$ cat src/include/cmpref_cfg.svh
// Register map, field positions, reset values and bus codes for the reference control block
`ifndef CMPREF_CFG_SVH
`define CMPREF_CFG_SVH

`define CMPREF_ADDR_W 16
`define CMPREF_IDX_REF_CTRL 16'h0f53
`define CMPREF_IDX_CMP1_CTRL 16'h0f54
`define CMPREF_IDX_CMP2_CTRL 16'h0f55
`define CMPREF_IDX_CMP_STAT 16'h0f56
`define CMPREF_IDX_INT_STAT 16'h0f57
`define CMPREF_IDX_INT_MASK 16'h0f58
`define CMPREF_BYTE_ADDR(idx) ((idx) << 2)

`define CMPREF_REF_POWER_BIT 7
`define CMPREF_REF_PIN_BIT 6
`define CMPREF_REF_RANGE_BIT 5
`define CMPREF_REF_SOURCE_BIT 4
`define CMPREF_REF_TAP_HI 3
`define CMPREF_REF_TAP_LO 0

`define CMPREF_CMP_ON_BIT 7
`define CMPREF_CMP_PIN_BIT 6
`define CMPREF_CMP_INV_BIT 5
`define CMPREF_CMP_EV_HI 4
`define CMPREF_CMP_EV_LO 3
`define CMPREF_CMP_POS_BIT 2
`define CMPREF_CMP_NEG_HI 1
`define CMPREF_CMP_NEG_LO 0

`define CMPREF_REF_RESET 8'h00
`define CMPREF_CMP_RESET 8'h00
`define CMPREF_MASK_RESET 2'h0

`define CMPREF_RESP_OKAY 2'h0
`define CMPREF_RESP_SLVERR 2'h2

`endif

$ cat src/include/cmpref_pkg.sv
// Types shared by the reference control block
package cmpref_pkg;
    typedef logic [7:0] cmpref_byte_t;
    typedef enum logic [1:0] {EV_NONE, EV_RISE, EV_FALL, EV_ANY} cmpref_evsel_t;
    typedef enum logic {WR_IDLE, WR_RESP} cmpref_wr_state_t;
endpackage : cmpref_pkg

$ cat src/rtl/cmpref_top.sv
// Comparator reference control: AXI4-Lite registers, ladder control, comparator events
//
// Behaviour
// - Enabled comparators keep running in sleep; enabled interrupts still wake.
// - Leaving sleep keeps both comparator control registers unchanged.
// - Reset clears both comparator controls, turning comparators and reference off.
// - Reference bit 7 powers the ladder on when one, off when zero.
// - Reference bit 6 routes ladder level to shared pin, overriding direction.
// - Bit 5 one picks low range, zero picks the high range.
// - Bit 4 one picks external reference pins, zero analog supply.
// - Bits 3:0 pick one of sixteen levels within the chosen range.
// - Waking from sleep by any cause keeps the reference control unchanged.
// - Reset clears enable, pin drive, range and tap code bits.
// - Reference works independently, also with both comparators off.
// - Comparator bit 7 switches the comparator on or off.
// - Comparator bit 2 picks external pin or ladder level as positive input.
// - Bits 4:3 pick rising, falling or any change as interrupt event.
// - Bit 5 inverts the output before status, pin and event detection.
//
// Added by the designer: the AXI4-Lite interface to the registers.
`timescale 1ns/10ps
`include "cmpref_cfg.svh"
module cmpref_top
    import cmpref_pkg::*;
#(
    parameter int ADDR_W = `CMPREF_ADDR_W
)
(
    // Clock and reset
    input wire logic aclk,
    input wire logic aresetn,
    // AXI4-Lite write address
    input wire logic awvalid,
    output logic awready,
    input wire logic [ADDR_W-1:0] awaddr,
    input wire logic [2:0] awprot,
    // AXI4-Lite write data
    input wire logic wvalid,
    output logic wready,
    input wire logic [31:0] wdata,
    input wire logic [3:0] wstrb,
    // AXI4-Lite write response
    output logic bvalid,
    input wire logic bready,
    output logic [1:0] bresp,
    // AXI4-Lite read address
    input wire logic arvalid,
    output logic arready,
    input wire logic [ADDR_W-1:0] araddr,
    input wire logic [2:0] arprot,
    // AXI4-Lite read data
    output logic rvalid,
    input wire logic rready,
    output logic [31:0] rdata,
    output logic [1:0] rresp,
    // Power state
    input wire logic sleep_active,
    output logic wake_req,
    // Ladder controls
    output logic ref_power_on,
    output logic ref_range_select,
    output logic ref_source_select,
    output logic [3:0] ref_tap_code,
    // Shared analog pin
    input wire logic pin_direction,
    output logic ref_pin_drive,
    output logic shared_pin_digital_oe,
    // Comparator analog side
    input wire logic [1:0] comparator_raw,
    output logic [1:0] comparator_on,
    output logic [1:0] positive_input_select,
    output logic [3:0] negative_channel_select,
    // Comparator digital outputs
    output logic [1:0] comparator_pin_drive,
    output logic comparator_one_result,
    output logic comparator_two_result,
    // Interrupt
    output logic irq
);
    localparam logic [ADDR_W-1:0] A_REF = ADDR_W'(`CMPREF_BYTE_ADDR(`CMPREF_IDX_REF_CTRL));
    localparam logic [ADDR_W-1:0] A_CMP1 = ADDR_W'(`CMPREF_BYTE_ADDR(`CMPREF_IDX_CMP1_CTRL));
    localparam logic [ADDR_W-1:0] A_CMP2 = ADDR_W'(`CMPREF_BYTE_ADDR(`CMPREF_IDX_CMP2_CTRL));
    localparam logic [ADDR_W-1:0] A_STAT = ADDR_W'(`CMPREF_BYTE_ADDR(`CMPREF_IDX_CMP_STAT));
    localparam logic [ADDR_W-1:0] A_IST = ADDR_W'(`CMPREF_BYTE_ADDR(`CMPREF_IDX_INT_STAT));
    localparam logic [ADDR_W-1:0] A_IMSK = ADDR_W'(`CMPREF_BYTE_ADDR(`CMPREF_IDX_INT_MASK));

    // Register state
    cmpref_byte_t voltage_reference_control_r;
    cmpref_byte_t comparator_one_control_r;
    cmpref_byte_t comparator_two_control_r;
    logic [1:0] comparator_event_flag_r;
    logic [1:0] int_mask_r;

    // Write channel state
    cmpref_wr_state_t wr_state_r;
    logic aw_held_r;
    logic w_held_r;
    logic [ADDR_W-1:0] aw_addr_r;
    logic [7:0] w_data_r;
    logic w_lane0_r;
    logic wr_commit;
    logic wr_hit;
    logic [1:0] bresp_r;

    // Read channel state
    logic rvalid_r;
    logic [31:0] rdata_r;
    logic [1:0] rresp_r;
    logic [7:0] rd_byte;
    logic rd_hit;

    // Comparator channel results
    logic [1:0] result;
    logic [1:0] event_pulse;
    logic [1:0] chan_on;
    logic [1:0] chan_pin;
    logic [1:0] chan_pos;
    logic [1:0] neg0;
    logic [1:0] neg1;

    // Write path: address and data are taken in either order
    assign awready = ~aw_held_r & (wr_state_r == WR_IDLE);
    assign wready = ~w_held_r & (wr_state_r == WR_IDLE);
    assign wr_commit = aw_held_r & w_held_r & (wr_state_r == WR_IDLE);
    assign bvalid = (wr_state_r == WR_RESP);
    assign bresp = bresp_r;

    always_comb
    begin
        case (aw_addr_r)
            A_REF, A_CMP1, A_CMP2, A_STAT, A_IST, A_IMSK: wr_hit = 1'b1;
            default: wr_hit = 1'b0;
        endcase
    end

    always_ff @(posedge aclk)
    begin
        if (!aresetn)
        begin
            aw_held_r <= 1'b0;
            aw_addr_r <= '0;
        end
        else if (wr_commit)
        begin
            aw_held_r <= 1'b0;
        end
        else if (awvalid && awready)
        begin
            aw_held_r <= 1'b1;
            aw_addr_r <= awaddr;
        end
    end

    always_ff @(posedge aclk)
    begin
        if (!aresetn)
        begin
            w_held_r <= 1'b0;
            w_data_r <= 8'h00;
            w_lane0_r <= 1'b0;
        end
        else if (wr_commit)
        begin
            w_held_r <= 1'b0;
        end
        else if (wvalid && wready)
        begin
            w_held_r <= 1'b1;
            w_data_r <= wdata[7:0];
            w_lane0_r <= wstrb[0];
        end
    end

    always_ff @(posedge aclk)
    begin
        if (!aresetn)
        begin
            wr_state_r <= WR_IDLE;
            bresp_r <= `CMPREF_RESP_OKAY;
        end
        else
        begin
            case (wr_state_r)
                WR_IDLE:
                begin
                    if (wr_commit)
                    begin
                        wr_state_r <= WR_RESP;
                        bresp_r <= wr_hit ? `CMPREF_RESP_OKAY : `CMPREF_RESP_SLVERR;
                    end
                end
                WR_RESP:
                begin
                    if (bready)
                    begin
                        wr_state_r <= WR_IDLE;
                    end
                end
                default: wr_state_r <= WR_IDLE;
            endcase
        end
    end

    // Control registers; sleep never touches them, only writes and reset do
    always_ff @(posedge aclk)
    begin
        if (!aresetn)
        begin
            voltage_reference_control_r <= `CMPREF_REF_RESET;
        end
        else if (wr_commit && w_lane0_r && aw_addr_r == A_REF)
        begin
            voltage_reference_control_r <= w_data_r;
        end
    end

    always_ff @(posedge aclk)
    begin
        if (!aresetn)
        begin
            comparator_one_control_r <= `CMPREF_CMP_RESET;
            comparator_two_control_r <= `CMPREF_CMP_RESET;
        end
        else if (wr_commit && w_lane0_r)
        begin
            if (aw_addr_r == A_CMP1)
            begin
                comparator_one_control_r <= w_data_r;
            end
            if (aw_addr_r == A_CMP2)
            begin
                comparator_two_control_r <= w_data_r;
            end
        end
    end

    always_ff @(posedge aclk)
    begin
        if (!aresetn)
        begin
            int_mask_r <= `CMPREF_MASK_RESET;
        end
        else if (wr_commit && w_lane0_r && aw_addr_r == A_IMSK)
        begin
            int_mask_r <= w_data_r[1:0];
        end
    end

    // Sticky event flags; a new event beats a same-cycle clear
    always_ff @(posedge aclk)
    begin
        if (!aresetn)
        begin
            comparator_event_flag_r <= 2'h0;
        end
        else if (wr_commit && w_lane0_r && aw_addr_r == A_IST)
        begin
            comparator_event_flag_r <= (comparator_event_flag_r & ~w_data_r[1:0]) | event_pulse;
        end
        else
        begin
            comparator_event_flag_r <= comparator_event_flag_r | event_pulse;
        end
    end

    // Events keep flowing in sleep, so an unmasked one both interrupts and wakes
    assign irq = |(comparator_event_flag_r & int_mask_r);
    assign wake_req = sleep_active & irq;

    // Read path: one read at a time, answered the cycle after it is taken
    assign arready = ~rvalid_r;
    assign rvalid = rvalid_r;
    assign rdata = rdata_r;
    assign rresp = rresp_r;

    always_comb
    begin
        rd_hit = 1'b1;
        case (araddr)
            A_REF: rd_byte = voltage_reference_control_r;
            A_CMP1: rd_byte = comparator_one_control_r;
            A_CMP2: rd_byte = comparator_two_control_r;
            A_STAT: rd_byte = {6'h00, result};
            A_IST: rd_byte = {6'h00, comparator_event_flag_r};
            A_IMSK: rd_byte = {6'h00, int_mask_r};
            default:
            begin
                rd_byte = 8'h00;
                rd_hit = 1'b0;
            end
        endcase
    end

    always_ff @(posedge aclk)
    begin
        if (!aresetn)
        begin
            rvalid_r <= 1'b0;
            rdata_r <= 32'h0000_0000;
            rresp_r <= `CMPREF_RESP_OKAY;
        end
        else if (arvalid && arready)
        begin
            rvalid_r <= 1'b1;
            rdata_r <= {24'h00_0000, rd_byte};
            rresp_r <= rd_hit ? `CMPREF_RESP_OKAY : `CMPREF_RESP_SLVERR;
        end
        else if (rready)
        begin
            rvalid_r <= 1'b0;
        end
    end

    // Reference ladder has no dependence on comparator state
    cmpref_ref_drive u_ref (
        .ctrl(voltage_reference_control_r),
        .pin_direction(pin_direction),
        .ref_power_on(ref_power_on),
        .ref_range_select(ref_range_select),
        .ref_source_select(ref_source_select),
        .ref_tap_code(ref_tap_code),
        .ref_pin_drive(ref_pin_drive),
        .shared_pin_digital_oe(shared_pin_digital_oe)
    );

    cmpref_cmp_chan u_cmp1 (
        .aclk(aclk),
        .aresetn(aresetn),
        .ctrl(comparator_one_control_r),
        .raw_in(comparator_raw[0]),
        .on(chan_on[0]),
        .pin_drive(chan_pin[0]),
        .pos_sel(chan_pos[0]),
        .neg_sel(neg0),
        .result_r(result[0]),
        .event_pulse(event_pulse[0])
    );

    cmpref_cmp_chan u_cmp2 (
        .aclk(aclk),
        .aresetn(aresetn),
        .ctrl(comparator_two_control_r),
        .raw_in(comparator_raw[1]),
        .on(chan_on[1]),
        .pin_drive(chan_pin[1]),
        .pos_sel(chan_pos[1]),
        .neg_sel(neg1),
        .result_r(result[1]),
        .event_pulse(event_pulse[1])
    );

    assign comparator_on = chan_on;
    assign comparator_pin_drive = chan_pin;
    assign positive_input_select = chan_pos;
    assign negative_channel_select = {neg1, neg0};
    assign comparator_one_result = result[0];
    assign comparator_two_result = result[1];

    // Protection bits carry no meaning here
    logic unused_prot;
    assign unused_prot = ^{awprot, arprot, wdata[31:8], wstrb[3:1]};
endmodule : cmpref_top

$ cat src/rtl/cmpref_cmp_chan.sv
// One comparator channel: enable, polarity, result register and event detection
`timescale 1ns/10ps
`include "cmpref_cfg.svh"
module cmpref_cmp_chan
    import cmpref_pkg::*;
(
    // Clock and reset
    input wire logic aclk,
    input wire logic aresetn,
    // Control and analog result
    input wire cmpref_byte_t ctrl,
    input wire logic raw_in,
    // Derived outputs
    output logic on,
    output logic pin_drive,
    output logic pos_sel,
    output logic [1:0] neg_sel,
    output logic result_r,
    output logic event_pulse
);
    logic level;
    logic prev_r;
    cmpref_evsel_t evsel;

    assign on = ctrl[`CMPREF_CMP_ON_BIT];
    assign pin_drive = ctrl[`CMPREF_CMP_PIN_BIT];
    assign pos_sel = ctrl[`CMPREF_CMP_POS_BIT];
    assign neg_sel = ctrl[`CMPREF_CMP_NEG_HI:`CMPREF_CMP_NEG_LO];
    assign evsel = cmpref_evsel_t'(ctrl[`CMPREF_CMP_EV_HI:`CMPREF_CMP_EV_LO]);
    // Switched-off comparator reads low, inverted before everything else
    assign level = on & (raw_in ^ ctrl[`CMPREF_CMP_INV_BIT]);

    always_ff @(posedge aclk)
    begin
        if (!aresetn)
        begin
            result_r <= 1'b0;
            prev_r <= 1'b0;
        end
        else
        begin
            result_r <= level;
            prev_r <= result_r;
        end
    end

    always_comb
    begin
        case (evsel)
            EV_RISE: event_pulse = result_r & ~prev_r;
            EV_FALL: event_pulse = ~result_r & prev_r;
            EV_ANY: event_pulse = result_r ^ prev_r;
            default: event_pulse = 1'b0;
        endcase
    end
endmodule : cmpref_cmp_chan

$ cat src/rtl/cmpref_ref_drive.sv
// Ladder control levels and shared analog pin routing
`timescale 1ns/10ps
`include "cmpref_cfg.svh"
module cmpref_ref_drive
    import cmpref_pkg::*;
(
    // Reference control register and pin direction
    input wire cmpref_byte_t ctrl,
    input wire logic pin_direction,
    // Ladder controls
    output logic ref_power_on,
    output logic ref_range_select,
    output logic ref_source_select,
    output logic [3:0] ref_tap_code,
    // Shared pin
    output logic ref_pin_drive,
    output logic shared_pin_digital_oe
);
    assign ref_power_on = ctrl[`CMPREF_REF_POWER_BIT];
    assign ref_range_select = ctrl[`CMPREF_REF_RANGE_BIT];
    assign ref_source_select = ctrl[`CMPREF_REF_SOURCE_BIT];
    assign ref_tap_code = ctrl[`CMPREF_REF_TAP_HI:`CMPREF_REF_TAP_LO];
    assign ref_pin_drive = ctrl[`CMPREF_REF_PIN_BIT];
    // Ladder routing wins over the digital driver regardless of direction
    assign shared_pin_digital_oe = ~ref_pin_drive & ~pin_direction;
endmodule : cmpref_ref_drive

$ cat config.mk
export PLATFORM = sky130hd
export DESIGN_NAME = cmpref_top
export DESIGN_NICKNAME = d
export VERILOG_FILES = /design/src/include/cmpref_pkg.sv /design/src/rtl/cmpref_top.sv /design/src/rtl/cmpref_cmp_chan.sv /design/src/rtl/cmpref_ref_drive.sv
export VERILOG_INCLUDE_DIRS = /design/src /design/src/include
export SDC_FILE = /design/constraint.sdc
export NUM_CORES = 1
export LEC_CHECK = 0
export ABC_AREA = 1
export BUFFER_PORTS_ARGS = -buffer_cell sky130_fd_sc_hd__buf_2
export CAP_MARGIN = 40
export CORE_MARGIN = 2
export CORE_UTILIZATION = 35
export CTS_CLUSTER_DIAMETER = 40
export CTS_CLUSTER_SIZE = 8
export DETAILED_ROUTE_END_ITERATION = 12
export HOLD_SLACK_MARGIN = 0.12
export PLACE_DENSITY = 0.64
export SLEW_MARGIN = 20
export SYNTH_ARGS = -nofsm -noshare
export SYNTH_HDL_FRONTEND = slang
export SYNTH_SLANG_ARGS = --single-unit
$ cat constraint.sdc
create_clock -name aclk -period 1.3 [get_ports aclk]
set_input_delay 0.13 -clock aclk [delete_from_list [all_inputs] [get_ports aclk]]
set_output_delay 0.13 -clock aclk [all_outputs]
set_load 0.01 [all_outputs]
==> results of run 1 <==
## per-layer routing
metal / vias to the layer above / global-route usage / part of all wire
met4: 0 / 0.05357 / 0.0098
li1: 1877 / - / -
met5: - / 0 / 0
met3: 7 / 0.03617 / 0.061
met1: 1586 / 0.2233 / 0.44
met2: 118 / 0.2935 / 0.49
## logic make-up (layout without fill, tap and decap cells)
logic type                 count (synthesis)  in the layout  synth area share
buffers and inverters                     98            210            0.1475
DFF                                       71             71            0.3905
adders and majority gates                  4              4           0.01375
AOI/OAI and AO/OA                         80             80            0.1138
and+or+nand+nor                          260            264            0.3334
other                                      1             26          0.001030
## registers in the layout, summed over array words and instances, names as in the netlist
register / count
aw_held_r: 1
int_mask_r: 2
rvalid: 1
comparator_two_control_r: 8
bvalid: 1
u_cmp1.result_r: 1
comparator_one_control_r: 8
w_lane0_r: 1
bresp: 1
u_cmp2.prev_r: 1
w_held_r: 1
w_data_r: 8
rresp: 1
aw_addr_r: 16
u_cmp1.prev_r: 1
rdata: 8
comparator_event_flag_r: 2
u_cmp2.result_r: 1
voltage_reference_control_r: 8
## power by group
group          total, mW  internal (mW)  switching (mW)
Combinational      0.680          0.291           0.389
Clock               1.95           1.07           0.886
Sequential          2.37           2.28          0.0919
## how the worst min path moves through the flow
stage / slack (ns) / cells after the start / from / end
4_1_cts: 0.18 / 4 / awvalid / aw_addr_r[0]
3_5_place_dp: 0.38 / 3 / awaddr[8] / aw_addr_r[8]
5_1_grt: 0.20 / 3 / wvalid / w_lane0_r
3_3_place_gp: 0.38 / 3 / awaddr[10] / aw_addr_r[10]
2_1_floorplan: 0.28 / 2 / comparator_raw[0] / u_cmp1.result_r
6_report: 0.18 / 4 / awvalid / aw_addr_r[1]
## layout make-up
cell class / count / area [um^2] / share of cell area
multi-input combinational: 374 / 1983 / 0.3948
sequential: 71 / 1438 / 0.2862
timing repair buffer: 147 / 1018 / 0.2027
inverter: 48 / 201.4 / 0.04010
tap: 136 / 170.2 / 0.03387
clock buffer: 9 / 123.9 / 0.02466
clock inverter: 5 / 83.83 / 0.01669
timing repair inverter: 1 / 5.005 / 0.0009963
## layout by cell type, fill, tap and decap left out, types with 26 or more instances in the layout
master / count
sky130_fd_sc_hd__a21oi_1: 39
sky130_fd_sc_hd__buf_2: 89
sky130_fd_sc_hd__inv_1: 37
sky130_fd_sc_hd__nand2_1: 104
sky130_fd_sc_hd__conb_1: 26
sky130_fd_sc_hd__nand3_1: 38
sky130_fd_sc_hd__dfxtp_1: 58
sky130_fd_sc_hd__o21ai_0: 29
sky130_fd_sc_hd__dlygate4sd3_1: 29
sky130_fd_sc_hd__nor2_1: 71
## timing repair
item                                   CTS  global route
setup endpoints to repair               26            55
cloned                                   4             1
pin swaps                               15            20
resized for setup                       25            38
hold buffers                            29             0
endpoints found under the hold margin   29             0
setup buffers                           10             5
## worst register-to-register path: cells and delay by family, from the launching register on
family	cells	cell delay, ns
AOI/OAI and AO/OA	1	0.06
DFF	1	0.34
buffers and inverters	1	0.15
and+or+nand+nor	5	0.67
## through the flow
| step | area, um^2 | instances | total power, mW | setup TNS (ns) |
|---|---|---|---|---|
| floorplan | 3734 | 539 | 2.773 | 0 |
| global placement | 4138 | 728 | 2.916 | -0.02165 |
| detailed placement | 4138 | 728 | 2.932 | -0.3643 |
| CTS | 4858 | 785 | 4.966 | -0.06105 |
| global route | 5024 | 791 | 5.212 | -1.981 |
| finish | 5024 | 791 | 5.000 | -0.1307 |
==> flow_results.xml, run 1 <==
<?xml version="1.0" encoding="UTF-8"?>
<metrics>
  <group name="worst_setup_path">
    <metric name="crit_start" unit="">aw_addr_r[1]</metric>
    <metric name="cp_data_required_time" unit="ns">1.54</metric>
    <metric name="worst_setup_path_end_kind" unit="">register</metric>
    <metric name="cp.arrival" unit="ns">1.57</metric>
    <metric name="worstSetupPathType" unit="">register to register</metric>
    <metric name="crit_path_frequent_cell" unit="">sky130_fd_sc_hd__nor2_4</metric>
    <metric name="path_depth" unit="">7</metric>
    <metric name="worst-path-max-fanout" unit="">4</metric>
    <metric name="timing.critical_path.cells" unit="">nor2_4 &gt; nand3b_1 &gt; nor2_4 &gt; nand3_4 &gt; buf_12 &gt; nand2_1 &gt; a21oi_1</metric>
    <metric name="regToRegEndpoint" unit="">comparator_two_control_r[3]</metric>
    <metric name="r2r.worst_path.cells" unit="">7</metric>
    <metric name="crit-reg2reg-launch" unit="">aw_addr_r[1]</metric>
    <metric name="critical_path.endpoint" unit="">comparator_two_control_r[3]</metric>
    <metric name="timing.critical_path.buf_inv" unit="">1</metric>
    <metric name="slowest_stage" unit="">sky130_fd_sc_hd__dfxtp_2</metric>
    <metric name="worst_setup_path_start_kind" unit="">register</metric>
    <metric name="critPathMaxStageDelay" unit="ns">0.34</metric>
    <metric name="path_delay_family" unit="">simple AND/OR/NAND/NOR gates</metric>
    <metric name="ff2ff_setup_slack" unit="ns">-0.03</metric>
  </group>
  <group name="synth">
    <metric name="synth_seq_area_share" unit="">0.3905</metric>
    <metric name="synth_common_cells" unit="">115 x sky130_fd_sc_hd__nand2_1, 73 x sky130_fd_sc_hd__nor2_1, 71 x sky130_fd_sc_hd__dfxtp_1, 44 x sky130_fd_sc_hd__a21oi_1</metric>
    <metric name="synthesis.area" unit="um^2">3640</metric>
    <metric name="netlist.top_cell.by_area" unit="">sky130_fd_sc_hd__dfxtp_1</metric>
    <metric name="yosysUniqueCellTypes" unit="">32</metric>
    <metric name="share_of_yosys_cell_area_claimed_by_the_top_area_cell_type" unit="">0.3905</metric>
    <metric name="yosys.cell_count.top_type" unit="">sky130_fd_sc_hd__nand2_1</metric>
    <metric name="ys_seq_elements" unit="">71</metric>
    <metric name="synthesis.instances" unit="">514</metric>
    <metric name="async_reset_ff_frac" unit="">0</metric>
    <metric name="synth-edff-count" unit="">0</metric>
    <metric name="synth_top_flop_cell" unit="">sky130_fd_sc_hd__dfxtp_1</metric>
    <metric name="postSynthAreaPerCell" unit="um^2">7.081</metric>
    <metric name="yosys-top-cells-area" unit="">sky130_fd_sc_hd__dfxtp_1 39%, sky130_fd_sc_hd__nand2_1 12%, sky130_fd_sc_hd__nor2_1 7.5%</metric>
    <metric name="synth_warnings" unit="">0</metric>
  </group>
  <group name="die">
    <metric name="num_rows" unit="">37</metric>
    <metric name="floorplan.core_area" unit="um^2">10230</metric>
    <metric name="fp.dieW" unit="um">106.0</metric>
    <metric name="initial_utilization" unit="">0.3558</metric>
    <metric name="floorplan.io_pins" unit="">149</metric>
    <metric name="die_area" unit="um^2">11230</metric>
    <metric name="die_y" unit="um">106.0</metric>
  </group>
  <group name="finish">
    <metric name="layout-area-overhead-vs-synth" unit="%">38.02</metric>
    <metric name="diodes" unit="">0</metric>
    <metric name="n_fill_cell" unit="">1005</metric>
    <metric name="final_core_utilization" unit="">0.4910</metric>
    <metric name="design.final.nets" unit="">741</metric>
    <metric name="layout-drive-gt1-share" unit="">0.3084</metric>
  </group>
  <group name="sta">
    <metric name="max_clock_freq" unit="MHz">751.5</metric>
    <metric name="rsz0062_at_grt" unit="">yes</metric>
    <metric name="report.final.setup_viol" unit="">9</metric>
    <metric name="final_critical_path_required_period" unit="ns">1.331</metric>
    <metric name="final_clock_period_utilization_by_the_worst_path" unit="">1.024</metric>
    <metric name="fin_hold_ws" unit="ns">0.1841</metric>
    <metric name="timing.final.max_slew_violations" unit="">0</metric>
    <metric name="endpoints_failing_hold" unit="">0</metric>
    <metric name="final.setup.worst_slack" unit="ns">-0.03075</metric>
    <metric name="finalClockSkew" unit="ns">0.01366</metric>
  </group>
  <group name="place">
    <metric name="port_buffers" unit="">89</metric>
    <metric name="place_ws" unit="ns">-0.03528</metric>
    <metric name="detailedPlacementHpwl" unit="um">6375</metric>
    <metric name="gp_congestion" unit="">0.7902</metric>
  </group>
  <group name="route">
    <metric name="detail_route.drc_violations" unit="">0</metric>
    <metric name="route.vias.total" unit="">3588</metric>
    <metric name="drt_pre_antenna_iters" unit="">4</metric>
    <metric name="drt-wirelength-per-cell" unit="um">12.31</metric>
    <metric name="antenna_violating_nets_post_route" unit="">0</metric>
    <metric name="totalWireLength" unit="um">9734</metric>
    <metric name="routed_via_density" unit="">4.536</metric>
    <metric name="drt_first_iter_violations" unit="">187</metric>
  </group>
  <group name="job">
    <metric name="cap_violations" unit="">0</metric>
  </group>
  <group name="clock_network">
    <metric name="cts-root-to-sink-buffers" unit="">2</metric>
    <metric name="cts_inserted_buffers" unit="">9</metric>
    <metric name="tritoncts_num_sinks" unit="">71</metric>
    <metric name="cts_root_buf" unit="">sky130_fd_sc_hd__clkbuf_8</metric>
    <metric name="cts.clk_slew.worst_paths" unit="ns">0.08</metric>
    <metric name="clock_tree_from_tritoncts" unit="">done</metric>
    <metric name="clk_latency" unit="ns">0.35</metric>
    <metric name="cts_max_level" unit="">3</metric>
  </group>
  <group name="outcome">
    <metric name="outcome" unit="">finished, violations left</metric>
    <metric name="violations" unit="">negative setup slack</metric>
  </group>
  <group name="pwr">
    <metric name="pwr_density_cell" unit="nW/um^2">995.3</metric>
    <metric name="peakVddDrop" unit="mV">0.5586</metric>
    <metric name="leakage_power_summed_over_all_cells" unit="nW">2.258</metric>
  </group>
  <group name="global_routing">
    <metric name="grt_first_pass_wirelength" unit="um">15720</metric>
    <metric name="antenna_found_initial" unit="">0</metric>
    <metric name="grt_overflow_total" unit="">0</metric>
    <metric name="via_count_of_the_first_global_routing_pass" unit="">3314</metric>
    <metric name="largest_net_degree_at_the_start_of_global_routing" unit="">38</metric>
    <metric name="global_route.usage.total" unit="">0.1739</metric>
  </group>
  <group name="hold_path">
    <metric name="worst_hold_path_type" unit="">input port to register</metric>
  </group>
</metrics>
Power figures use the tool's default switching activity.
==> run 2, diff against run 1 <==
--- a/config.mk
+++ b/config.mk
@@ -9,13 +9,15 @@
 export ABC_AREA = 1
 export BUFFER_PORTS_ARGS = -buffer_cell sky130_fd_sc_hd__buf_2
 export CAP_MARGIN = 40
+export CELL_PAD_IN_SITES_DETAIL_PLACEMENT = 0
+export CELL_PAD_IN_SITES_GLOBAL_PLACEMENT = 1
 export CORE_MARGIN = 2
-export CORE_UTILIZATION = 35
+export CORE_UTILIZATION = 33
 export CTS_CLUSTER_DIAMETER = 40
 export CTS_CLUSTER_SIZE = 8
 export DETAILED_ROUTE_END_ITERATION = 12
 export HOLD_SLACK_MARGIN = 0.12
-export PLACE_DENSITY = 0.64
+export PLACE_DENSITY = 0.83
 export SLEW_MARGIN = 20
 export SYNTH_ARGS = -nofsm -noshare
 export SYNTH_HDL_FRONTEND = slang
==> flow_results.xml, run 2 (synthesis results as in run 1) <==
<?xml version="1.0" encoding="UTF-8"?>
<metrics>
  <group name="route">
    <metric name="totalWireLength" unit="um">9780</metric>
    <metric name="route.vias.total" unit="">3643</metric>
    <metric name="drt-wirelength-per-cell" unit="um">12.29</metric>
    <metric name="detail_route.drc_violations" unit="">0</metric>
    <metric name="routed_via_density" unit="">4.577</metric>
    <metric name="antenna_violating_nets_post_route" unit="">0</metric>
    <metric name="drt_pre_antenna_iters" unit="">4</metric>
    <metric name="drt_first_iter_violations" unit="">205</metric>
  </group>
  <group name="place">
    <metric name="placed_cell_area" unit="um^2">4115</metric>
    <metric name="detailedPlacementHpwl" unit="um">6702</metric>
    <metric name="port_buffers" unit="">89</metric>
    <metric name="gp_congestion" unit="">0.8015</metric>
    <metric name="place_inst" unit="">730</metric>
    <metric name="place_ws" unit="ns">-0.04917</metric>
  </group>
  <group name="clock_network">
    <metric name="cts_inserted_buffers" unit="">9</metric>
    <metric name="cts_root_buf" unit="">sky130_fd_sc_hd__clkbuf_8</metric>
    <metric name="cts.clk_slew.worst_paths" unit="ns">0.08</metric>
    <metric name="clk_latency" unit="ns">0.35</metric>
    <metric name="cts_max_level" unit="">3</metric>
    <metric name="tritoncts_num_sinks" unit="">71</metric>
    <metric name="cts-root-to-sink-buffers" unit="">2</metric>
    <metric name="clock_tree_from_tritoncts" unit="">done</metric>
  </group>
  <group name="global_routing">
    <metric name="grt_overflow_total" unit="">0</metric>
    <metric name="largest_net_degree_at_the_start_of_global_routing" unit="">34</metric>
    <metric name="grt_first_pass_wirelength" unit="um">15540</metric>
    <metric name="global_route.usage.total" unit="">0.1661</metric>
    <metric name="antenna_found_initial" unit="">0</metric>
    <metric name="via_count_of_the_first_global_routing_pass" unit="">3317</metric>
  </group>
  <group name="sta">
    <metric name="max_clock_freq" unit="MHz">759.7</metric>
    <metric name="final_critical_path_required_period" unit="ns">1.316</metric>
    <metric name="finalClockSkew" unit="ns">0.007382</metric>
    <metric name="fin_hold_ws" unit="ns">0.1658</metric>
    <metric name="timing.final.max_slew_violations" unit="">0</metric>
    <metric name="rsz0062_at_grt" unit="">yes</metric>
    <metric name="final.setup.worst_slack" unit="ns">-0.01626</metric>
    <metric name="report.final.setup_viol" unit="">2</metric>
    <metric name="endpoints_failing_hold" unit="">0</metric>
    <metric name="final_clock_period_utilization_by_the_worst_path" unit="">1.013</metric>
  </group>
  <group name="pwr">
    <metric name="leakage_power_summed_over_all_cells" unit="nW">2.212</metric>
    <metric name="pwr_density_cell" unit="nW/um^2">989.2</metric>
    <metric name="peakVddDrop" unit="mV">0.5750</metric>
  </group>
  <group name="outcome">
    <metric name="outcome" unit="">finished, violations left</metric>
    <metric name="violations" unit="">negative setup slack</metric>
  </group>
  <group name="worst_setup_path">
    <metric name="cp_data_required_time" unit="ns">1.53</metric>
    <metric name="worst_setup_path_start_kind" unit="">register</metric>
    <metric name="worst_setup_path_end_kind" unit="">register</metric>
    <metric name="cp.arrival" unit="ns">1.54</metric>
    <metric name="worst-path-max-fanout" unit="">4</metric>
    <metric name="worstSetupPathType" unit="">register to register</metric>
  </group>
  <group name="hold_path">
    <metric name="worst_hold_path_type" unit="">input port to register</metric>
  </group>
  <group name="die">
    <metric name="fp.dieW" unit="um">109.0</metric>
    <metric name="num_rows" unit="">38</metric>
    <metric name="die_area" unit="um^2">11890</metric>
    <metric name="floorplan.core_area" unit="um^2">10790</metric>
    <metric name="initial_utilization" unit="">0.3372</metric>
    <metric name="floorplan.io_pins" unit="">149</metric>
    <metric name="die_y" unit="um">109.0</metric>
  </group>
  <group name="finish">
    <metric name="final_core_utilization" unit="">0.4617</metric>
    <metric name="non_filler_instance_count_after_layout" unit="">796</metric>
    <metric name="final_common_cell" unit="">sky130_fd_sc_hd__nand2_1</metric>
    <metric name="layout-drive-gt1-share" unit="">0.2896</metric>
    <metric name="layout-area-overhead-vs-synth" unit="%">36.92</metric>
    <metric name="layout_common_cells" unit="">112 x sky130_fd_sc_hd__nand2_1, 89 x sky130_fd_sc_hd__buf_2, 72 x sky130_fd_sc_hd__nor2_1</metric>
    <metric name="largest-register" unit="">aw_addr_r</metric>
    <metric name="design.final.nets" unit="">741</metric>
    <metric name="finish.instance_area" unit="um^2">4984</metric>
    <metric name="diodes" unit="">0</metric>
    <metric name="flip_flop_count_of_the_largest_register_all_copies_and_words_added" unit="">16</metric>
  </group>
  <group name="job">
    <metric name="cap_violations" unit="">0</metric>
  </group>
</metrics>
## run 2: cell count changes in the layout (fill, tap and decap cells not counted), moves of 2 or more
cell / delta
sky130_fd_sc_hd__buf_6: -2
sky130_fd_sc_hd__clkinv_4: +2
sky130_fd_sc_hd__o21ai_1: -3
sky130_fd_sc_hd__nand2_1: +8
sky130_fd_sc_hd__dfxtp_2: -3
sky130_fd_sc_hd__nand2_4: -3
sky130_fd_sc_hd__nand2_2: -5
sky130_fd_sc_hd__buf_4: +2
sky130_fd_sc_hd__o21ai_0: +3
sky130_fd_sc_hd__dfxtp_1: +3
## run 2: report_power, final
group | total [mW] | internal [mW] | switching, mW | leakage, nW
Sequential | 2.36 | 2.27 | 0.0883 | 0.583
Clock | 1.92 | 1.07 | 0.842 | 0.0986
Combinational | 0.653 | 0.279 | 0.373 | 1.53
Total | 4.93 | 3.63 | 1.30 | 2.21
## run 2: repair_timing
item                       CTS  global route
hold endpoints to repair    29             0
gates cloned                 4             1
pin swaps                   12             9
gates resized for setup     23            21
setup buffers               14             3
setup endpoints to repair   25            53
hold buffers                29             0
## run 2: area by class of cell
type                            instances  area [um^2]
Multi-Input combinational cell        374         1946
Clock buffer                           10        127.6
Clock inverter                          5        83.83
Timing Repair inverter                  1        7.507
Fill cell                            1084         5809
Inverter                               48        198.9
Sequential cell                        71         1434
Timing Repair Buffer                  147         1011
Tap cell                              140        175.2
## run 2: final timing paths
kind | start | end | slack, ns | cells past startpoint
setup / recovery | aw_addr_r[1] | comparator_two_control_r[5] | -0.02 | 7
hold / removal | aresetn | bresp[1] | 0.17 | 5
setup reg to reg | aw_addr_r[1] | comparator_two_control_r[5] | -0.02 | 7
hold reg to reg | rdata[6] | rdata[6] | 0.47 | 2
## run 2: routing by layer
layer / GRT usage / share of wire
met2: 0.2888 / 0.47
met1: 0.2059 / 0.44
met4: 0.04304 / 0.016
met5: 0 / 0
met3: 0.03825 / 0.070
## run 2: critical path: stages, from the launching register on
cell and delay [ns]:
sky130_fd_sc_hd__dfxtp_2 0.34, sky130_fd_sc_hd__nor2_4 0.16, sky130_fd_sc_hd__nand3b_1 0.14, sky130_fd_sc_hd__nor2_4 0.16, sky130_fd_sc_hd__buf_4 0.15, sky130_fd_sc_hd__nand3_4 0.10, sky130_fd_sc_hd__nand2_1 0.09, sky130_fd_sc_hd__a21oi_1 0.06
## run 2: stage by stage
stage                     power (mW)   TNS, ns
after floorplan                2.773         0
after global placement         2.908  -0.07715
after detailed placement       2.925   -0.5412
after CTS                      4.934   -0.3439
after global routing           5.159    -2.460
final                          4.930  -0.02801
==> run 3, diff against run 2 <==
--- a/config.mk
+++ b/config.mk
@@ -18,6 +18,7 @@
 export DETAILED_ROUTE_END_ITERATION = 12
 export HOLD_SLACK_MARGIN = 0.12
 export PLACE_DENSITY = 0.83
+export SKIP_CTS_REPAIR_TIMING = 1
 export SLEW_MARGIN = 20
 export SYNTH_ARGS = -nofsm -noshare
 export SYNTH_HDL_FRONTEND = slang
==> flow_results.xml, run 3 (synthesis results as in run 1) <==
<?xml version="1.0" encoding="UTF-8"?>
<metrics>
  <group name="hold_path">
    <metric name="holdPathEnd" unit="">aw_addr_r[1]</metric>
    <metric name="worstHoldStart" unit="">awaddr[1]</metric>
    <metric name="hold_depth" unit="">3</metric>
    <metric name="worst_hold_path_type" unit="">input port to register</metric>
  </group>
  <group name="die">
    <metric name="initial_utilization" unit="">0.3372</metric>
    <metric name="die_y" unit="um">109.0</metric>
    <metric name="num_rows" unit="">38</metric>
    <metric name="die_area" unit="um^2">11890</metric>
    <metric name="fp.dieW" unit="um">109.0</metric>
    <metric name="floorplan.io_pins" unit="">149</metric>
    <metric name="floorplan.core_area" unit="um^2">10790</metric>
  </group>
  <group name="global_routing">
    <metric name="grt_first_pass_wirelength" unit="um">14070</metric>
    <metric name="grt_overflow_total" unit="">0</metric>
    <metric name="global_route.usage.total" unit="">0.1486</metric>
    <metric name="antenna_found_initial" unit="">0</metric>
    <metric name="via_count_of_the_first_global_routing_pass" unit="">3059</metric>
    <metric name="largest_net_degree_at_the_start_of_global_routing" unit="">34</metric>
  </group>
  <group name="worst_setup_path">
    <metric name="cp_data_required_time" unit="ns">1.17</metric>
    <metric name="r2r.worst_path.cells" unit="">9</metric>
    <metric name="crit-reg2reg-launch" unit="">w_held_r</metric>
    <metric name="timing.critical_path.cells" unit="">a22o_1 &gt; and2_1 &gt; buf_2</metric>
    <metric name="worst_setup_path_start_kind" unit="">register</metric>
    <metric name="critPathMaxStageDelay" unit="ns">0.35</metric>
    <metric name="path_delay_family" unit="">flip-flops</metric>
    <metric name="regToRegEndpoint" unit="">comparator_two_control_r[3]</metric>
    <metric name="cp.arrival" unit="ns">1.19</metric>
    <metric name="worst_setup_path_end_kind" unit="">primary output</metric>
    <metric name="worstSetupPathType" unit="">register to primary output</metric>
    <metric name="ff2ff_setup_slack" unit="ns">-0.02</metric>
    <metric name="worst-path-max-fanout" unit="">4</metric>
    <metric name="slowest_stage" unit="">sky130_fd_sc_hd__dfxtp_2</metric>
    <metric name="timing.critical_path.buf_inv" unit="">1</metric>
  </group>
  <group name="place">
    <metric name="gp_congestion" unit="">0.8015</metric>
    <metric name="detailedPlacementHpwl" unit="um">6702</metric>
    <metric name="place_ws" unit="ns">-0.04917</metric>
    <metric name="place_inst" unit="">730</metric>
    <metric name="port_buffers" unit="">89</metric>
  </group>
  <group name="clock_network">
    <metric name="clk_latency" unit="ns">0.34</metric>
    <metric name="clock_tree_from_tritoncts" unit="">done</metric>
    <metric name="cts-root-to-sink-buffers" unit="">2</metric>
    <metric name="cts_inserted_buffers" unit="">9</metric>
    <metric name="cts.clk_slew.worst_paths" unit="ns">0.07</metric>
    <metric name="cts_max_level" unit="">3</metric>
    <metric name="tritoncts_num_sinks" unit="">71</metric>
    <metric name="cts_root_buf" unit="">sky130_fd_sc_hd__clkbuf_8</metric>
  </group>
  <group name="finish">
    <metric name="register_area" unit="um^2">1436</metric>
    <metric name="flip_flop_count_of_the_largest_register_all_copies_and_words_added" unit="">16</metric>
    <metric name="largest-register" unit="">aw_addr_r</metric>
    <metric name="final_common_cell" unit="">sky130_fd_sc_hd__nand2_1</metric>
    <metric name="diodes" unit="">0</metric>
    <metric name="n_fill_cell" unit="">1080</metric>
    <metric name="layout-area-overhead-vs-synth" unit="%">36.16</metric>
    <metric name="design.final.nets" unit="">735</metric>
    <metric name="non_filler_instance_count_after_layout" unit="">790</metric>
    <metric name="layout_common_cells" unit="">104 x sky130_fd_sc_hd__nand2_1, 89 x sky130_fd_sc_hd__buf_2, 72 x sky130_fd_sc_hd__nor2_1</metric>
    <metric name="layout-drive-gt1-share" unit="">0.3077</metric>
    <metric name="total_area_of_multi_input_combinational_cells" unit="um^2">1991</metric>
  </group>
  <group name="route">
    <metric name="drt-wirelength-per-cell" unit="um">12.27</metric>
    <metric name="routed_via_density" unit="">4.538</metric>
    <metric name="drt_pre_antenna_iters" unit="">5</metric>
    <metric name="detail_route.drc_violations" unit="">0</metric>
    <metric name="antenna_violating_nets_post_route" unit="">0</metric>
    <metric name="totalWireLength" unit="um">9695</metric>
    <metric name="drt_first_iter_violations" unit="">211</metric>
    <metric name="route.vias.total" unit="">3585</metric>
  </group>
  <group name="sta">
    <metric name="final.setup.worst_slack" unit="ns">-0.02160</metric>
    <metric name="rsz0062_at_grt" unit="">yes</metric>
    <metric name="final_clock_period_utilization_by_the_worst_path" unit="">1.017</metric>
    <metric name="max_clock_freq" unit="MHz">756.7</metric>
    <metric name="fin_tns_setup" unit="ns">-0.1386</metric>
    <metric name="finalClockSkew" unit="ns">0.007556</metric>
    <metric name="final_critical_path_required_period" unit="ns">1.322</metric>
    <metric name="endpoints_failing_hold" unit="">0</metric>
    <metric name="report.final.setup_viol" unit="">14</metric>
    <metric name="timing.final.max_slew_violations" unit="">0</metric>
  </group>
  <group name="pwr">
    <metric name="total_power" unit="mW">4.919</metric>
    <metric name="peakVddDrop" unit="mV">0.5208</metric>
    <metric name="leakage_power_summed_over_all_cells" unit="nW">2.227</metric>
    <metric name="pwr_density_cell" unit="nW/um^2">992.6</metric>
  </group>
  <group name="outcome">
    <metric name="outcome" unit="">finished, violations left</metric>
    <metric name="violations" unit="">negative setup slack</metric>
  </group>
  <group name="job">
    <metric name="cap_violations" unit="">0</metric>
  </group>
</metrics>
==> run 3: per-stage QoR <==
| stage | hold WS [ns] | util | instance area, um^2 |
|---|---|---|---|
| 3_5_place_dp | 0.3844 | 0.3813 | 4115 |
| 4_1_cts | 0.02011 | 0.4009 | 4327 |
| 3_3_place_gp | 0.3762 | 0.3813 | 4115 |
| 6_report | 0.04365 | 0.4592 | 4956 |
| 5_1_grt | 0.1220 | 0.4592 | 4956 |
| 2_1_floorplan | 0.2816 | - | 3734 |
==> run 3: area by class of cell <==
class / count / area share
Timing Repair Buffer: 141 / 0.1883
Multi-Input combinational cell: 374 / 0.4017
Clock buffer: 10 / 0.02575
Tap cell: 140 / 0.03534
Inverter: 48 / 0.04065
Clock inverter: 5 / 0.01691
Timing Repair inverter: 1 / 0.001515
Sequential cell: 71 / 0.2898
==> run 3: layer usage <==
metal  track usage  vias to the layer above  share of wire
li1              -                     1863              -
met1        0.1920                     1589           0.45
met2        0.2400                      115           0.46
met3       0.04244                       18          0.074
met4       0.04487                        0          0.017
met5             0                        -              0
==> run 3: how the worst max path moves through the flow <==
stage | endpoint | start | cells after the start | slack [ns]
floorplan | aw_addr_r[10] | bvalid | 5 | 0.09
global placement | voltage_reference_control_r[6] | aw_addr_r[13] | 6 | -0.02
detailed placement | voltage_reference_control_r[2] | aw_addr_r[13] | 6 | -0.05
CTS | voltage_reference_control_r[2] | aw_addr_r[13] | 6 | -0.07
global route | int_mask_r[0] | w_held_r | 10 | -0.11
finish | wake_req | comparator_event_flag_r[0] | 3 | -0.02
==> run 3: worst register-to-register path, delay by kind of cell (launching register included) <==
family	cells	cell delay (ns)
buffers and inverters	3	0.31
DFF	1	0.34
and+or+nand+nor	5	0.49
AOI/OAI and AO/OA	1	0.12
==> run 3: power by group <==
part / internal (mW) / switching, mW / total, mW
clock: 1.07 / 0.843 / 1.92
sequential: 2.27 / 0.0900 / 2.36
combinational: 0.266 / 0.372 / 0.639
